<file path="src/slm_params.svh">
`ifndef SLM_PARAMS_SVH
`define SLM_PARAMS_SVH

`define SLM_CLK_HZ 100000000
`define SLM_TOL_MS 100
`define SLM_TOL_CYC ((`SLM_CLK_HZ / 1000) * `SLM_TOL_MS)
`define SLM_TICK_HZ 1
`define SLM_TICK_CYC (`SLM_CLK_HZ / `SLM_TICK_HZ)
`define SLM_CNT_W 32
`define SLM_HIST_DEPTH 8
`define SLM_HIST_AW 3
`define SLM_CNT_RST 32'h0000_0000
`define SLM_INTERVAL_RST 32'h0000_0000

`endif

</file>
<file path="src/slm_pkg.sv">
`default_nettype none
package slm_pkg;
	typedef enum logic [3:0] {
		SLM_ST_IDLE = 4'b0001,
		SLM_ST_SETTLE = 4'b0010,
		SLM_ST_CHECK = 4'b0100,
		SLM_ST_FAULT = 4'b1000
	} slm_chk_state_t;

	typedef struct packed {
		logic lockout_active;
		logic selection_valid;
		logic channels_differ;
		logic selection_settling;
	} slm_status_t;

	typedef struct packed {
		logic dynamization_overdue_warning;
		logic enabled_standstill_fatal_error;
		logic enabled_standstill_fatal_warning;
		logic input_check_error;
	} slm_diag_t;
endpackage
`default_nettype wire

</file>
<file path="src/slm_hist_mem.sv">
`timescale 1ns/1ps
`default_nettype none
module slm_hist_mem #(
	parameter int DW = 32,
	parameter int AW = 3
) (
	input wire logic clk_i,
	input wire logic we_i,
	input wire logic [AW-1:0] waddr_i,
	input wire logic [DW-1:0] wdata_i,
	input wire logic [AW-1:0] raddr_i,
	output logic [DW-1:0] rdata_o
);
	logic [DW-1:0] mem [0:(1<<AW)-1];

	always_ff @(posedge clk_i) begin
		if (we_i) begin
			mem[waddr_i] <= wdata_i;
		end
		rdata_o <= mem[raddr_i];
	end
endmodule
`default_nettype wire

</file>
<file path="src/slm_monitor.sv">
`timescale 1ns/1ps
`default_nettype none
`include "slm_params.svh"

module slm_monitor #(
	parameter int TOL_CYC = `SLM_TOL_CYC,
	parameter int TICK_CYC = `SLM_TICK_CYC,
	parameter int CNT_W = `SLM_CNT_W,
	parameter int HIST_AW = `SLM_HIST_AW
) (
	input wire logic clk_i,
	input wire logic arst_n_i,
	input wire logic drive_enable_i,
	input wire logic sel_ch1_i,
	input wire logic sel_ch2_i,
	input wire logic cfg_nc_no_i,
	input wire logic cfg_warn_only_i,
	input wire logic [CNT_W-1:0] interval_s_i,
	input wire logic [CNT_W-1:0] oper_hours_i,
	input wire logic diag_ack_i,
	input wire logic [HIST_AW-1:0] hist_raddr_i,
	output logic torque_disable_o,
	output logic feedback_nc_o,
	output logic feedback_no_o,
	output slm_pkg::slm_status_t status_o,
	output slm_pkg::slm_diag_t diag_o,
	output logic [CNT_W-1:0] runtime_s_o,
	output logic [CNT_W-1:0] last_lockout_hours_o,
	output logic [HIST_AW:0] hist_count_o,
	output logic [CNT_W-1:0] hist_rdata_o,
	output logic es_warn_logged_o
);
	import slm_pkg::*;

	////////////////////////////////////////////////////////////////////////
	// input synchronisers
	logic [1:0] ch1_sync_reg, ch2_sync_reg, en_sync_reg;
	logic ch1, ch2, drv_en;

	always_ff @(posedge clk_i or negedge arst_n_i) begin
		if (!arst_n_i) begin
			ch1_sync_reg <= 2'h0;
		end else begin
			ch1_sync_reg <= {ch1_sync_reg[0], sel_ch1_i};
		end
	end

	always_ff @(posedge clk_i or negedge arst_n_i) begin
		if (!arst_n_i) begin
			ch2_sync_reg <= 2'h0;
		end else begin
			ch2_sync_reg <= {ch2_sync_reg[0], sel_ch2_i};
		end
	end

	always_ff @(posedge clk_i or negedge arst_n_i) begin
		if (!arst_n_i) begin
			en_sync_reg <= 2'h0;
		end else begin
			en_sync_reg <= {en_sync_reg[0], drive_enable_i};
		end
	end
	assign ch1 = ch1_sync_reg[1];
	assign ch2 = ch2_sync_reg[1];
	assign drv_en = en_sync_reg[1];

	////////////////////////////////////////////////////////////////////////
	// channel decoding
	// a n/c contact opens (reads low) to select; in n/c-n/o mode ch2 closes
	function automatic logic ch2_selects(input logic v, input logic nc_no);
		ch2_selects = nc_no ? v : ~v;
	endfunction

	logic sel1, sel2, agree, selected;
	assign sel1 = ~ch1;
	assign sel2 = ch2_selects(ch2, cfg_nc_no_i);
	assign agree = (sel1 == sel2);

	////////////////////////////////////////////////////////////////////////
	// plausibility check
	slm_chk_state_t chk_reg;
	logic [31:0] tol_cnt_reg;
	logic sel_state_reg;
	logic prev_sel1_reg, prev_sel2_reg;
	logic sel_change;

	assign sel_change = (sel1 != prev_sel1_reg) || (sel2 != prev_sel2_reg);

	always_ff @(posedge clk_i or negedge arst_n_i) begin
		if (!arst_n_i) begin
			prev_sel1_reg <= 1'b1;
			prev_sel2_reg <= 1'b1;
		end else begin
			prev_sel1_reg <= sel1;
			prev_sel2_reg <= sel2;
		end
	end

	always_ff @(posedge clk_i or negedge arst_n_i) begin
		if (!arst_n_i) begin
			chk_reg <= SLM_ST_IDLE;
			tol_cnt_reg <= 32'h0;
		end else begin
			unique case (chk_reg)
				SLM_ST_IDLE: begin
					chk_reg <= SLM_ST_SETTLE;
					tol_cnt_reg <= 32'h0;
				end
				SLM_ST_SETTLE: begin
					if (sel_change) begin
						tol_cnt_reg <= 32'h0;
					end else if (tol_cnt_reg >= 32'(TOL_CYC - 1)) begin
						chk_reg <= agree ? SLM_ST_CHECK : SLM_ST_FAULT;
					end else begin
						tol_cnt_reg <= tol_cnt_reg + 32'h1;
					end
				end
				SLM_ST_CHECK: begin
					if (sel_change) begin
						chk_reg <= SLM_ST_SETTLE;
						tol_cnt_reg <= 32'h0;
					end
				end
				SLM_ST_FAULT: begin
					// latched until channels agree and the fault is acknowledged
					if (agree && diag_ack_i) begin
						chk_reg <= SLM_ST_SETTLE;
						tol_cnt_reg <= 32'h0;
					end
				end
			endcase
		end
	end

	// a latched discrepancy forces lockout; otherwise the last agreed selection holds
	always_ff @(posedge clk_i or negedge arst_n_i) begin
		if (!arst_n_i) begin
			sel_state_reg <= 1'b1;
		end else if (chk_reg == SLM_ST_FAULT) begin
			sel_state_reg <= 1'b1;
		end else if (agree) begin
			sel_state_reg <= sel1;
		end
	end
	assign selected = sel_state_reg;

	////////////////////////////////////////////////////////////////////////
	// run-time counter in seconds
	logic [31:0] tick_cnt_reg;
	logic tick;
	logic [CNT_W-1:0] runtime_reg;
	logic sel_prev_reg;
	logic sel_rise;

	assign tick = (tick_cnt_reg == 32'(TICK_CYC - 1));
	assign sel_rise = selected && !sel_prev_reg;

	always_ff @(posedge clk_i or negedge arst_n_i) begin
		if (!arst_n_i) begin
			tick_cnt_reg <= 32'h0;
		end else if (!drv_en || tick) begin
			tick_cnt_reg <= 32'h0;
		end else begin
			tick_cnt_reg <= tick_cnt_reg + 32'h1;
		end
	end

	always_ff @(posedge clk_i or negedge arst_n_i) begin
		if (!arst_n_i) begin
			runtime_reg <= `SLM_CNT_RST;
		end else if (selected) begin
			runtime_reg <= `SLM_CNT_RST;
		end else if (drv_en && tick && runtime_reg != '1) begin
			runtime_reg <= runtime_reg + 1'b1;
		end
	end

	always_ff @(posedge clk_i or negedge arst_n_i) begin
		if (!arst_n_i) begin
			sel_prev_reg <= 1'b1;
		end else begin
			sel_prev_reg <= selected;
		end
	end

	always_ff @(posedge clk_i or negedge arst_n_i) begin
		if (!arst_n_i) begin
			last_lockout_hours_o <= '0;
		end else if (sel_rise) begin
			last_lockout_hours_o <= oper_hours_i;
		end
	end

	////////////////////////////////////////////////////////////////////////
	// interval change history
	logic [CNT_W-1:0] interval_prev_reg;
	logic [HIST_AW-1:0] hist_wptr_reg;
	logic hist_we;

	assign hist_we = (interval_s_i != interval_prev_reg);

	always_ff @(posedge clk_i or negedge arst_n_i) begin
		if (!arst_n_i) begin
			interval_prev_reg <= `SLM_INTERVAL_RST;
			hist_wptr_reg <= '0;
		end else if (hist_we) begin
			interval_prev_reg <= interval_s_i;
			hist_wptr_reg <= hist_wptr_reg + 1'b1;
		end
	end

	// count saturates at the depth while the pointer wraps over the oldest entry
	always_ff @(posedge clk_i or negedge arst_n_i) begin
		if (!arst_n_i) begin
			hist_count_o <= '0;
		end else if (hist_we && hist_count_o != (HIST_AW + 1)'(1 << HIST_AW)) begin
			hist_count_o <= hist_count_o + 1'b1;
		end
	end

	slm_hist_mem #(
		.DW(CNT_W),
		.AW(HIST_AW)
	) slm_hist_mem_inst (
		.clk_i(clk_i),
		.we_i(hist_we),
		.waddr_i(hist_wptr_reg),
		.wdata_i(interval_s_i),
		.raddr_i(hist_raddr_i),
		.rdata_o(hist_rdata_o)
	);

	////////////////////////////////////////////////////////////////////////
	// diagnostics and outputs
	logic bad_sel;
	assign bad_sel = selected && drv_en;

	always_ff @(posedge clk_i or negedge arst_n_i) begin
		if (!arst_n_i) begin
			diag_o <= '0;
			es_warn_logged_o <= 1'b0;
		end else begin
			diag_o.dynamization_overdue_warning <= (interval_s_i != '0) &&
				(runtime_reg > interval_s_i);
			if (bad_sel && !cfg_warn_only_i) begin
				diag_o.enabled_standstill_fatal_error <= 1'b1;
			end else if (diag_ack_i && !drv_en) begin
				diag_o.enabled_standstill_fatal_error <= 1'b0;
			end
			if (bad_sel && cfg_warn_only_i) begin
				diag_o.enabled_standstill_fatal_warning <= 1'b1;
				es_warn_logged_o <= 1'b1;
			end else if (!drv_en) begin
				diag_o.enabled_standstill_fatal_warning <= 1'b0;
			end
			diag_o.input_check_error <= (chk_reg == SLM_ST_FAULT);
		end
	end

	always_ff @(posedge clk_i or negedge arst_n_i) begin
		if (!arst_n_i) begin
			torque_disable_o <= 1'b1;
			feedback_nc_o <= 1'b0;
			feedback_no_o <= 1'b1;
		end else begin
			torque_disable_o <= selected;
			feedback_nc_o <= !selected;
			feedback_no_o <= selected;
		end
	end

	always_ff @(posedge clk_i or negedge arst_n_i) begin
		if (!arst_n_i) begin
			status_o <= '0;
		end else begin
			status_o.lockout_active <= selected;
			status_o.selection_valid <= (chk_reg == SLM_ST_CHECK);
			status_o.channels_differ <= !agree;
			status_o.selection_settling <= (chk_reg == SLM_ST_SETTLE);
		end
	end

	always_ff @(posedge clk_i or negedge arst_n_i) begin
		if (!arst_n_i) begin
			runtime_s_o <= '0;
		end else begin
			runtime_s_o <= runtime_reg;
		end
	end
endmodule
`default_nettype wire

</file>
<file path="config.mk">
export PLATFORM = sky130hd
export DESIGN_NAME = slm_monitor
export DESIGN_NICKNAME = d
export VERILOG_FILES = /design/src/slm_pkg.sv /design/src/slm_hist_mem.sv /design/src/slm_monitor.sv
export VERILOG_INCLUDE_DIRS = /design/src
export SDC_FILE = /design/constraint.sdc
export NUM_CORES = 1
export LEC_CHECK = 0
export ABC_AREA = 0
export BUFFER_PORTS_ARGS = -buffer_cell sky130_fd_sc_hd__buf_2
export CAP_MARGIN = 20
export CORE_MARGIN = 1
export CORE_UTILIZATION = 64
export CTS_CLUSTER_DIAMETER = 60
export CTS_CLUSTER_SIZE = 20
export DETAILED_ROUTE_END_ITERATION = 8
export PLACE_DENSITY = 0.89
export SLEW_MARGIN = 30
export SYNTH_ARGS = -nofsm -noshare
export SYNTH_HDL_FRONTEND = slang
export SYNTH_SLANG_ARGS = --single-unit
</file>
<file path="constraint.sdc">
create_clock -name clk_i -period 10.4 [get_ports clk_i]
set_input_delay 2.08 -clock clk_i [delete_from_list [all_inputs] [get_ports clk_i]]
set_output_delay 2.08 -clock clk_i [all_outputs]
set_load 0.01 [all_outputs]
</file>
Word-level counts from Yosys, hierarchy flattened
Memory sizes are Yosys's and may differ from the RTL's. A register that Yosys moved wholly into a read port is not among the register bits.
Index checks and enable logic that the tools add are counted.
{"block": "totals", "ff_bits": 223, "mem_count": 1, "inputBits": 75, "out_inout_bits": 112, "latchBits": 0, "ramBits": 256, "rom_bits": 0}
{"memory": "slm_hist_mem_inst.mem", "words": 8, "word_bits": 32, "read_ports": 1, "rd_ports_with_merged_regs": 1, "wr": 1, "line_no": "slm_hist_mem.sv:14", "text": "logic [DW-1:0] mem [0:(1<<AW)-1];"}
{"block": "op_classes", "div_mod_pow": 0, "order_cmp": 2, "n_eq_ne": 17, "n_reduce_logical": 23, "n_mul": 0, "bitwise_logic": 2, "shifts": 0, "add_sub_neg": 5, "muxes": 23}
{"operator": "2-to-1 mux 32 bit", "count": 7}
{"operator": "one-hot mux 32 bit (4 select lines)", "count": 1}
{"operator": "adder 32 x 1 -> 32 bit (second input constant)", "count": 3}
{"operator": "equality test 32 x 27 -> 1 bit (second input constant)", "count": 1}
{"operator": "greater-or-equal comparator 32 x 24 -> 1 bit (second input constant)", "count": 1}
{"operator": "> comparator 32 bit", "count": 1}
{"operator": "!= test 32 bit", "count": 1}
{"operator": "!= test 32 bit (second input constant)", "count": 1}
{"operator": "nonzero test 32 bit", "count": 1}
{"operator": "2-to-1 mux 4 bit", "count": 5}
{"operator": "one-hot mux 4 bit (4 select lines)", "count": 1}
{"operator": "logical AND 1 bit", "count": 10}
{"operator": "2-to-1 mux 1 bit", "count": 9}
{"operator": "!= test 2 bit (second input constant)", "count": 4}
{"operator": "nonzero test 2 bit", "count": 3}
{"operator": "logical NOT 1 bit", "count": 5}
{"operator": "adder 4 x 1 -> 4 bit (second input constant)", "count": 1}
{"operator": "equality test 4 x 1 -> 1 bit (second input constant)", "count": 1}
{"operator": "equality test 4 x 2 -> 1 bit (second input constant)", "count": 1}
{"operator": "equality test 4 x 3 -> 1 bit (second input constant)", "count": 1}
{"operator": "equality test 4 bit (second input constant)", "count": 1}
{"operator": "!= test 4 bit (second input constant)", "count": 1}
{"operator": "AND reduction 4 bit", "count": 1}
{"operator": "adder 3 x 1 -> 3 bit (second input constant)", "count": 1}
{"operator": "other kinds (7)", "count": 10}

Longest topological paths before layout
Gate-level depths: netlist of the first run.
{"block": "logic_depth", "word_depth": 7, "mapped_depth": 8}

Cells and area by module
From an unflattened synthesis of the first run, not the netlist that was laid out.
{"block": "hier_totals", "cells_unflattened": 1374, "hier_area_um2": 20782.4}
{"mod": "slm_hist_mem", "seq_area_each_um2": 8328.0, "area_each_um2": 10466.3, "instances": 1, "cells_per_inst": 415}
{"mod": "slm_monitor", "seq_area_each_um2": 5586.6, "area_each_um2": 10316.1, "instances": 1, "cells_per_inst": 959}

Worst setup path after synthesis of the first run
Ideal clock, no wire load.
{"block": "synth_path", "path_kind": "input -> register", "startpoint": "input interval_s_i[29]", "endpoint": "memory slm_hist_mem_inst.mem[1][0] (enable)", "required_ps": 9887, "setup_slack_ps": 3959, "arrival_time_ps": 5928, "setup_ps": 513, "cell_stages": 5, "cell_sequence": "xor2_1 nor4_1 nand4_1 nor2_1 nor4b_1"}
{"block": "synth_via", "elab_chain_cells": 3}
{"element": "start: declaration", "line_no": "slm_monitor.sv:18", "text": "input wire logic [CNT_W-1:0] interval_s_i,"}
{"element": "!= test 32 bit", "line_no": "slm_monitor.sv:200", "text": "assign hist_we = (interval_s_i != interval_prev_reg);"}
{"element": "2-to-1 mux 1 bit", "line_no": "slm_hist_mem.sv:17", "text": "if (we_i) begin"}
{"element": "2-to-1 mux 1 bit (not written as such)", "line_no": "slm_hist_mem.sv:18", "text": "mem[waddr_i] <= wdata_i;"}
{"element": "end: declaration", "line_no": "slm_hist_mem.sv:14"}
Every way passes these cells.

Final worst setup path of the first run
{"block": "layout_path", "startpoint": "input interval_s_i[12]", "endpoint": "memory slm_hist_mem_inst.mem[7][7] (enable)"}
The elaborated chain is that of the path after synthesis.

==> results of run 1 <==
==> layout make-up <==
cell class | instances | area share (%)
clock inverters | 11 | 0.3859
inverters | 50 | 0.8154
flip-flops and latches | 511 | 60.45
repair buffers | 200 | 4.571
well taps | 402 | 2.185
multi-input cells | 729 | 27.25
clock buffers | 51 | 4.338
==> worst paths after layout <==
| path | start | endpoint | cells past startpoint |
|---|---|---|---|
| max in group asynchronous | arst_n_i | interval_prev_reg[20]$_DFFE_PN0P_ | 2 |
| min in group asynchronous | arst_n_i | tol_cnt_reg[27]$_DFFE_PN0P_ | 1 |
| setup / recovery | interval_s_i[12] | slm_hist_mem_inst.mem[7][7]$_DFFE_PP_ | 7 |
| setup reg to reg | runtime_reg[13]$_DFFE_PN0P_ | runtime_reg[17]$_DFFE_PN0P_ | 6 |
| hold reg to reg | en_sync_reg[0]$_DFF_PN0_ | en_sync_reg[1]$_DFF_PN0_ | 0 |
| hold / removal | en_sync_reg[0]$_DFF_PN0_ | en_sync_reg[1]$_DFF_PN0_ | 0 |
==> cell usage in the layout, fill, tap and decap left out, drive strengths merged, types with 8 or more instances in the layout <==
cell type	Yosys	final
and3	14	14
or4	16	16
nand4	37	37
mux4	64	64
xnor2	24	24
dfrtp	218	218
edfxtp	256	256
o21ai	31	31
clkbuf	62	51
a21oi	33	33
nor2b	8	8
ha	38	38
nor3	11	11
nand3	43	43
o211ai	13	13
inv	50	53
dfxtp	32	32
nor2	90	90
or3	15	15
nor4	24	24
buf	10	200
nand2	48	48
and2	13	13
mux2	71	71
xor2	58	58
nor4b	9	9
==> report_power, final <==
| part | internal (mW) | leakage (nW) | switching, mW |
|---|---|---|---|
| sequential | 2.20 | 5.52 | 0.0435 |
| combinational | 0.138 | 3.08 | 0.176 |
| clock | 0.682 | 0.528 | 0.668 |
==> metrics by stage <==
step	instance area [µm²]	power (mW)	hold slack (ns)	utilization, %	setup WS, ns
after global placement	21900	2.576	0.3319	69.39	5.661
after detailed placement	21910	2.595	0.3385	69.42	5.428
after floorplan	20570	2.443	0.3312	-	3.959
final	23020	3.905	0.3530	72.95	5.853
after global routing	23020	4.026	0.3560	72.95	5.830
after CTS	22990	3.923	0.3502	72.87	5.978
==> layer usage <==
metal | vias up | global-route usage (%)
met1 | 6296 | 37.76
li1 | 5409 | -
met4 | 2 | 10.41
met3 | 116 | 4.213
met2 | 608 | 51.09
met5 | - | 0
==> kinds of logic after synthesis <==
| group | synth area share [%] |
|---|---|
| AND/OR/NAND/NOR | 9.081 |
| other | 0.01823 |
| flip-flops | 67.64 |
| adder cells (fa/ha/maj) | 2.311 |
| XOR/XNOR | 3.716 |
| buffers and inverters | 2.281 |
| AO/OA/AOI/OAI | 4.057 |
| multiplexers | 10.89 |
==> worst register-to-register path, delay by kind of cell, from the launching register on <==
| family | cells | cell delay, ns |
|---|---|---|
| AND/OR/NAND/NOR | 5 | 2.24 |
| flip-flops | 1 | 0.52 |
| multiplexers | 1 | 0.29 |
==> results_dict.tcl, run 1 <==
set metrics [dict create \
    synth_most_common_cell "edfxtp_1" \
    clkTransAtPathRegs_ns 0.08 \
    htree_levels 2 \
    fin_nets 1639 \
    setup_violations 0 \
    finalNonFillerCells 1954 \
    slew_headroom_pct 36.99 \
    slowest_delay_ns 0.67 \
    syn-mean-instance-area_um2 15.10 \
    grt_max_degree 94 \
    largest_reg_flops 256 \
    syn2layout_area_growth_pct 11.90 \
    die_w_um 181.3 \
    cp-start-kind "primary input" \
    worstPathArrival_ns 4.79 \
    cts_tree "done" \
    n_fill_cell 1869 \
    clk_latency_ns 0.52 \
    rsz0062_at_grt "false" \
    power_density_mw_per_mm2 169.6 \
    placed_cells 1892 \
    status "finished, final reports clean" \
    grtUsageTotal_pct 29.30 \
    ys.flop_type "edfxtp_1" \
    wl_per_cell_um 24.06 \
    antenna_found_initial 1 \
    crit_slowest_cell "o21ai_1" \
    synth_top_area_share_pct 37.37 \
    wl_met1_mm 17.42 \
    drv_slew 0 \
    cts_setup_buffers 0 \
    regArea_mm2 0.01391 \
    worst-path-buf-inv 2 \
    rows 65 \
    post-route-drc-count 0 \
    port_buffers 186 \
    end_kind "flip-flop" \
    fin_crit_ns 4.547 \
    regMostFlops "slm_hist_mem_inst.mem" \
    hold_class "reg -> reg" \
    ys_ff_latch 511 \
    syn_inst 1362 \
    path_cells "buf_2 > xor2_1 > nor4_1 > nand4_1 > o21ai_1 > nor2_2 > buf_4" \
    die_area_mm2 0.03286 \
    grt_pass1_wl_mm 73.06 \
    min_period_over_period_pct 43.72 \
    clockRootBuffer "clkbuf_16" \
    wl_met3_mm 3.177 \
    grt.overflow.total 0 \
    cts_buffer_depth 3 \
    setup_tns_ns 0 \
    pin_count 187 \
    cp_top_family "simple AND/OR/NAND/NOR gates" \
    crit_path_max_fanout 21 \
    vias 12430 \
    drt-initial-drc-count 1211 \
    ys_seq_area_share_pct 67.64 \
    vias_per_cell 6.362 \
    finClkSkew_ns 0.01204 \
    ant_nets 0 \
    async_flop_share_pct 43.64 \
    netlist_area_mm2 0.02057 \
    initial_core_util_pct 65.19 \
    hpwl_mm 29.03 \
    synthTopCellsByArea "edfxtp_1 37%, dfrtp_1 27%, mux4_2 7.0%" \
    core_mm2 0.03156 \
    hold_viol 0 \
    postCtsHoldBufs 0 \
    fmax_mhz 219.9 \
    synth_common_cells "256 x edfxtp_1, 218 x dfrtp_1, 90 x nor2_1" \
    ir_worst_vdd_mv 0.1359 \
    fp.dieH_um 181.3 \
    wl_met2_mm 24.72 \
    top_layer "met5" \
    leakagePower_nw 9.136 \
    required_ns 10.64 \
    synth_top_cell_by_area "edfxtp_1" \
    cts_made_buffers 34 \
    place_congestion 0.8502 \
    multi_input_area_mm2 0.006274 \
    layout-drive-gt1-share_pct 27.32 \
    syn-num-nets 1475 \
    cts_resized 0 \
    cts.sinks 511 \
    tightest_slew_ns 0.9421 \
    n_antenna_cell 0 \
    dr.pass1.iters 7 \
    synth_cell_type_count 65 \
    grt_pass1_vias 12720 \
    yosysWarnings 0 \
    drv_cap 0 \
    ff2ff_setup_slack_ns 7.24 \
    critical_path_class "in -> reg" \
    synth_edf_count 256 \
    routed_wl_mm 47.01 \
]
No activity file was read; power rests on OpenSTA's default activity.
==> inputs of run 2 (changes only) <==
--- a/config.mk
+++ b/config.mk
@@ -6,15 +6,15 @@
 export SDC_FILE = /design/constraint.sdc
 export NUM_CORES = 1
 export LEC_CHECK = 0
-export ABC_AREA = 0
+export ABC_AREA = 1
 export BUFFER_PORTS_ARGS = -buffer_cell sky130_fd_sc_hd__buf_2
 export CAP_MARGIN = 20
 export CORE_MARGIN = 1
-export CORE_UTILIZATION = 64
+export CORE_UTILIZATION = 60
 export CTS_CLUSTER_DIAMETER = 60
 export CTS_CLUSTER_SIZE = 20
 export DETAILED_ROUTE_END_ITERATION = 8
-export PLACE_DENSITY = 0.89
+export PLACE_DENSITY = 0.84
 export SLEW_MARGIN = 30
 export SYNTH_ARGS = -nofsm -noshare
 export SYNTH_HDL_FRONTEND = slang
==> constraint.sdc (replaced) <==
create_clock -name clk_i -period 4.5 [get_ports clk_i]
set_input_delay 0.9 -clock clk_i [delete_from_list [all_inputs] [get_ports clk_i]]
set_output_delay 0.9 -clock clk_i [all_outputs]
set_load 0.01 [all_outputs]
==> results_dict.tcl, run 2 <==
set metrics [dict create \
    status "finished, final reports clean" \
    power_density_mw_per_mm2 369.4 \
    critical_path_class "in -> reg" \
    final_cell_mix "426 x nor2_1, 404 x nand2_1, 256 x edfxtp_1" \
    grt.overflow.total 0 \
    netlist_area_mm2 0.02240 \
    fin_crit_ns 3.042 \
    critical_path.startpoint "interval_s_i[3]" \
    drv_cap 0 \
    cts_buffer_depth 3 \
    antenna_found_initial 6 \
    timing.rr.start "sel_state_reg$_DFFE_PN1P_" \
    cts_tree "done" \
    syn-num-nets 2376 \
    worst-path-buf-inv 3 \
    pin_count 187 \
    clk_latency_ns 0.55 \
    vias_per_cell 5.702 \
    end_kind "flip-flop" \
    wl_per_cell_um 18.09 \
    netSwitchingPower_mw 2.211 \
    fmax_mhz 328.8 \
    p_total_mw 9.151 \
    htree_levels 2 \
    grt_max_degree 105 \
    layout-drive-gt1-share_pct 13.73 \
    cp_top_family "simple AND/OR/NAND/NOR gates" \
    grtUsageTotal_pct 27.69 \
    r2r_end "last_lockout_hours_o[6]$_DFFE_PN0P_" \
    fp.dieH_um 195.2 \
    crit_path_max_fanout 14 \
    die_area_mm2 0.03811 \
    ff2ff_setup_slack_ns 1.69 \
    cts_resized 0 \
    synth_most_common_cell "nor2_1" \
    switching_share_pct 24.16 \
    hpwl_mm 34.75 \
    required_ns 4.73 \
    largest_reg_flops 256 \
    synth_cell_type_count 48 \
    core_mm2 0.03670 \
    cts_made_buffers 35 \
    place_congestion 0.9410 \
    cp_num_cells 11 \
    reg2regPathDepth 3 \
    synthTopCellsByArea "edfxtp_1 34%, dfrtp_1 24%, nor2_1 7.3%" \
    leakagePower_nw 10.37 \
    cts_setup_buffers 0 \
    crit_end "slm_hist_mem_inst.mem[5][16]$_DFFE_PP_" \
    cp-start-kind "primary input" \
    synth_top_cell_by_area "edfxtp_1" \
    crit_slowest_cell "nor2_2" \
    async_flop_share_pct 43.64 \
    port_buffers 186 \
    synth_top_area_share_pct 34.32 \
    worstPathArrival_ns 3.28 \
    dr.pass1.iters 6 \
    crit_top_cell "nand2_1" \
    syn2layout_area_growth_pct 10.60 \
    grt_pass1_wl_mm 83.51 \
    layout_commonest_cell "nor2_1" \
    path_cells "buf_2 > inv_1 > or2_2 > nand3_1 > nor2_1 > nand2_1 > nor2_1 > nand2_1 > nand2_1 > nor2_2 > buf_4" \
    ir_worst_vdd_mv 0.3525 \
    setup_tns_ns 0 \
    p_seq_share_pct 56.6 \
    pwr-share-clk_pct 34.6 \
    initial_core_util_pct 61.03 \
    min_period_over_period_pct 67.59 \
    cts.sinks 511 \
    clockRootBuffer "clkbuf_16" \
    die_w_um 195.2 \
    syn_inst 2263 \
    syn-mean-instance-area_um2 9.897 \
    grt_pass1_vias 16190 \
    hold_viol 0 \
    slew_headroom_pct 36.66 \
    p_int_mw 6.940 \
    slowest_delay_ns 0.52 \
    rows 70 \
    p_comb_share_pct 8.8 \
    ant_nets 0 \
    routed_wl_mm 52.44 \
    regMostFlops "slm_hist_mem_inst.mem" \
    synth_common_cells "434 x nor2_1, 404 x nand2_1, 256 x edfxtp_1" \
    setup_violations 0 \
    ys.flop_type "edfxtp_1" \
    drt-initial-drc-count 1415 \
    synth_edf_count 256 \
    ys_seq_area_share_pct 62.13 \
    vias 16530 \
    clkTransAtPathRegs_ns 0.08 \
    fin_nets 2514 \
    drv_slew 0 \
    rsz0062_at_grt "false" \
    postCtsHoldBufs 0 \
    tightest_slew_ns 0.9478 \
    finClkSkew_ns 0.02464 \
    hold_class "reg -> reg" \
    post-route-drc-count 0 \
    yosysWarnings 0 \
    ys_ff_latch 511 \
    n_fill_cell 2650 \
]
[run 2: cell type report]
type	count	area, µm²	area share (%)
Multi-Input combinational cell	1482	7418	29.95
Inverter	158	593.1	2.394
Timing Repair Buffer	213	1159	4.677
Tap cell	468	585.6	2.364
Antenna cell	5	12.51	0.05051
Clock inverter	12	113.9	0.4596
Sequential cell	511	13910	56.17
Clock buffer	50	975.9	3.940
[run 2: worst min-delay path by stage]
| stage | depth (start not counted) | startpoint | endpoint | slack (ns) |
|---|---|---|---|---|
| 6_report | 0 | en_sync_reg[0]$_DFF_PN0_ | en_sync_reg[1]$_DFF_PN0_ | 0.35 |
| 2_1_floorplan | 0 | ch1_sync_reg[0]$_DFF_PN0_ | ch1_sync_reg[1]$_DFF_PN0_ | 0.33 |
| 3_3_place_gp | 0 | ch2_sync_reg[0]$_DFF_PN0_ | ch2_sync_reg[1]$_DFF_PN0_ | 0.33 |
| 4_1_cts | 0 | en_sync_reg[0]$_DFF_PN0_ | en_sync_reg[1]$_DFF_PN0_ | 0.36 |
| 3_5_place_dp | 0 | en_sync_reg[0]$_DFF_PN0_ | en_sync_reg[1]$_DFF_PN0_ | 0.34 |
| 5_1_grt | 0 | ch1_sync_reg[0]$_DFF_PN0_ | ch1_sync_reg[1]$_DFF_PN0_ | 0.36 |
[run 2: routing by layer]
metal	wire (µm)	GRT usage (%)	part of all wire, %	vias to the layer above
met2	26590	47.83	51	627
met3	3547	4.197	6.8	86
met5	29	0	0.055	-
met4	1279	9.216	2.4	4
li1	-	-	-	7806
met1	20990	35.92	40	8007
[run 2: power by group through the flow]
stage / clock network, mW / registers [mW] / logic [mW]
2_1_floorplan: 0 / 5.32 / 0.407
3_3_place_gp: 0 / 5.27 / 0.772
3_5_place_dp: 0 / 5.28 / 0.805
4_1_cts: 3.21 / 5.18 / 0.811
5_1_grt: 3.37 / 5.20 / 0.884
6_report: 3.17 / 5.18 / 0.805
[run 2: cells by family after synthesis]
group / count (synthesis) / synth area share [%]
compound gates: 238 / 5.759
xor+xnor: 63 / 2.464
fa+ha+maj: 38 / 2.123
buf+inv: 270 / 4.888
flops: 511 / 62.12
mux: 32 / 1.609
other cells: 1 / 0.01674
simple gates: 1110 / 21.02
[run 2: worst reg2reg max path: cells and delay by family, from the launching register on]
kind / cells / cell delay [ns]
flops: 1 / 0.97
buf+inv: 1 / 0.52
mux: 1 / 0.47
simple gates: 1 / 0.72
[run 2: metrics by stage]
stage / worst slack [ns] / cells / hold slack [ns] / util (%) / instance area, µm²
floorplan: 0.9473 / 2263 / 0.3312 / - / 22400
global placement: 1.085 / 2832 / 0.3348 / 64.50 / 23670
detailed placement: 0.9784 / 2832 / 0.3387 / 64.50 / 23670
CTS: 1.509 / 2894 / 0.3570 / 67.47 / 24760
global route: 1.318 / 2898 / 0.3601 / 67.50 / 24770
finish: 1.458 / 2899 / 0.3544 / 67.50 / 24770
==> inputs of run 3 (changes only) <==
--- a/config.mk
+++ b/config.mk
@@ -10,11 +10,11 @@
 export BUFFER_PORTS_ARGS = -buffer_cell sky130_fd_sc_hd__buf_2
 export CAP_MARGIN = 20
 export CORE_MARGIN = 1
-export CORE_UTILIZATION = 60
+export CORE_UTILIZATION = 54
 export CTS_CLUSTER_DIAMETER = 60
 export CTS_CLUSTER_SIZE = 20
 export DETAILED_ROUTE_END_ITERATION = 8
-export PLACE_DENSITY = 0.84
+export PLACE_DENSITY = 0.8
 export SLEW_MARGIN = 30
 export SYNTH_ARGS = -nofsm -noshare
 export SYNTH_HDL_FRONTEND = slang
==> constraint.sdc (replaced) <==
create_clock -name clk_i -period 2.6 [get_ports clk_i]
set_input_delay 0.52 -clock clk_i [delete_from_list [all_inputs] [get_ports clk_i]]
set_output_delay 0.52 -clock clk_i [all_outputs]
set_load 0.01 [all_outputs]
==> results_dict.tcl, run 3 (synthesis results as in run 2) <==
set metrics [dict create \
    status "finished, final reports clean" \
    fin_nets 2568 \
    leakagePower_nw 10.79 \
    n_fill_cell 3196 \
    drv_cap 0 \
    clk_latency_ns 0.59 \
    critical_path_class "reg -> reg" \
    syn2layout_area_growth_pct 14.70 \
    cts_setup_buffers 0 \
    cp-start-kind "flip-flop" \
    r2r_end "slm_hist_mem_inst.mem[1][31]$_DFFE_PP_" \
    fp.dieH_um 205.7 \
    fmax_mhz 399.3 \
    ir_worst_vdd_mv 0.5504 \
    timing.rr.start "interval_prev_reg[3]$_DFFE_PN0P_" \
    vias 16640 \
    drt-initial-drc-count 1499 \
    drv_slew 0 \
    setup_tns_ns 0 \
    regMostFlops "slm_hist_mem_inst.mem" \
    antenna_found_initial 1 \
    path_cells "or2_2 > nand3_1 > nor2_1 > nand2_1 > nor2_1 > nand2_1 > nand2_1 > nor2_4 > buf_16" \
    setup_ws_ns 0.09552 \
    layout_commonest_cell "nor2_1" \
    layout-drive-gt1-share_pct 15.81 \
    min_period_over_period_pct 96.33 \
    cts_tree "done" \
    p_total_mw 16.59 \
    power_density_mw_per_mm2 645.6 \
    fin_crit_ns 2.504 \
    end_kind "flip-flop" \
    hpwl_mm 35.91 \
    slowest_delay_ns 0.62 \
    wl_per_cell_um 17.52 \
    cts.sinks 511 \
    final_cell_mix "426 x nor2_1, 404 x nand2_1, 256 x edfxtp_1" \
    dr.pass1.iters 6 \
    finalInstanceArea_mm2 0.02569 \
    cts_resized 0 \
    crit_slowest_cell "nor2_4" \
    core_mm2 0.04083 \
    hold_class "in -> reg" \
    htree_levels 2 \
    ant_nets 0 \
    grtUsageTotal_pct 25.55 \
    crit_path_max_fanout 17 \
    routed_wl_mm 52.89 \
    crit_top_cell "nand2_1" \
    largest_reg_flops 256 \
    die_w_um 205.7 \
    crit_end "slm_hist_mem_inst.mem[1][31]$_DFFE_PP_" \
    initial_core_util_pct 54.85 \
    grt_pass1_wl_mm 83.97 \
    hold_viol 0 \
    grt_pass1_vias 16360 \
    slew_headroom_pct 39.93 \
    rsz0062_at_grt "false" \
    clkTransAtPathRegs_ns 0.07 \
    critical_path.startpoint "interval_prev_reg[3]$_DFFE_PN0P_" \
    cts_made_buffers 39 \
    clockRootBuffer "clkbuf_16" \
    place_congestion 0.9388 \
    cts_buffer_depth 3 \
    vias_per_cell 5.511 \
    port_buffers 186 \
    place_area_mm2 0.02437 \
    ff2ff_setup_slack_ns 0.1 \
    tightest_slew_ns 0.8991 \
    pin_count 187 \
    worstPathArrival_ns 2.79 \
    reg2regPathDepth 9 \
    setup_violations 0 \
    finClkSkew_ns 0.04017 \
    required_ns 2.88 \
    post-route-drc-count 0 \
    die_area_mm2 0.04230 \
    rows 74 \
    grt_max_degree 73 \
    place_ws_ns -0.2122 \
    grt.overflow.total 0 \
]
run 3: worst min path at each step:
stage | cells after the start | start | slack (ns) | endpoint
final | 1 | sel_ch1_i | 0.05 | ch1_sync_reg[0]$_DFF_PN0_
after detailed placement | 0 | en_sync_reg[0]$_DFF_PN0_ | 0.34 | en_sync_reg[1]$_DFF_PN0_
after CTS | 1 | sel_ch1_i | 0.03 | ch1_sync_reg[0]$_DFF_PN0_
after global placement | 0 | ch1_sync_reg[0]$_DFF_PN0_ | 0.33 | ch1_sync_reg[1]$_DFF_PN0_
after global routing | 1 | sel_ch2_i | 0.03 | ch2_sync_reg[0]$_DFF_PN0_
after floorplan | 0 | arst_n_i | 0.22 | ch1_sync_reg[0]$_DFF_PN0_
run 3: report_power, final:
group          switching (mW)  internal, mW  leakage (nW)
Clock                    2.95          3.20         0.629
Combinational           0.922         0.578          4.64
Sequential              0.140          8.79          5.52
run 3: routing by layer:
layer	vias up	track usage, %	part of all wire [%]
met5	-	0	0
met4	0	9.524	3.4
met3	131	4.070	6.5
met2	603	43.53	50
met1	7993	32.86	40
li1	7911	-	-
run 3: through the flow:
step                      hold slack, ns  instances  util (%)
after detailed placement          0.3364       2945     59.69
after global routing             0.03445       3018     62.91
after CTS                        0.02864       3018     62.91
final                            0.05397       3019     62.92
after global placement            0.3337       2939     59.28
after floorplan                   0.2244       2263         -
run 3: cell type report:
class	count	area, µm²	share of cell area [%]
Sequential cell	511	13910	54.16
Multi-Input combinational cell	1482	7438	28.95
Timing Repair Buffer	263	1769	6.886
Clock buffer	53	1070	4.164
Tap cell	532	665.6	2.591
Inverter	158	593.1	2.308
Clock inverter	19	237.7	0.9253
Antenna cell	1	2.502	0.009740
run 3: timing repair:
action / 4_1_cts / 5_1_grt
endpoints found under the hold margin: 44 / 0
hold buffers: 1 / 0
endpoints found under the setup margin: 0 / 0
run 3: worst max-delay path, delay by kind of cell, from the launching register on:
kind,cells,cell delay [ns]
flip-flops,1,0.39
buffers and inverters,1,0.24
AND/OR/NAND/NOR,8,1.56
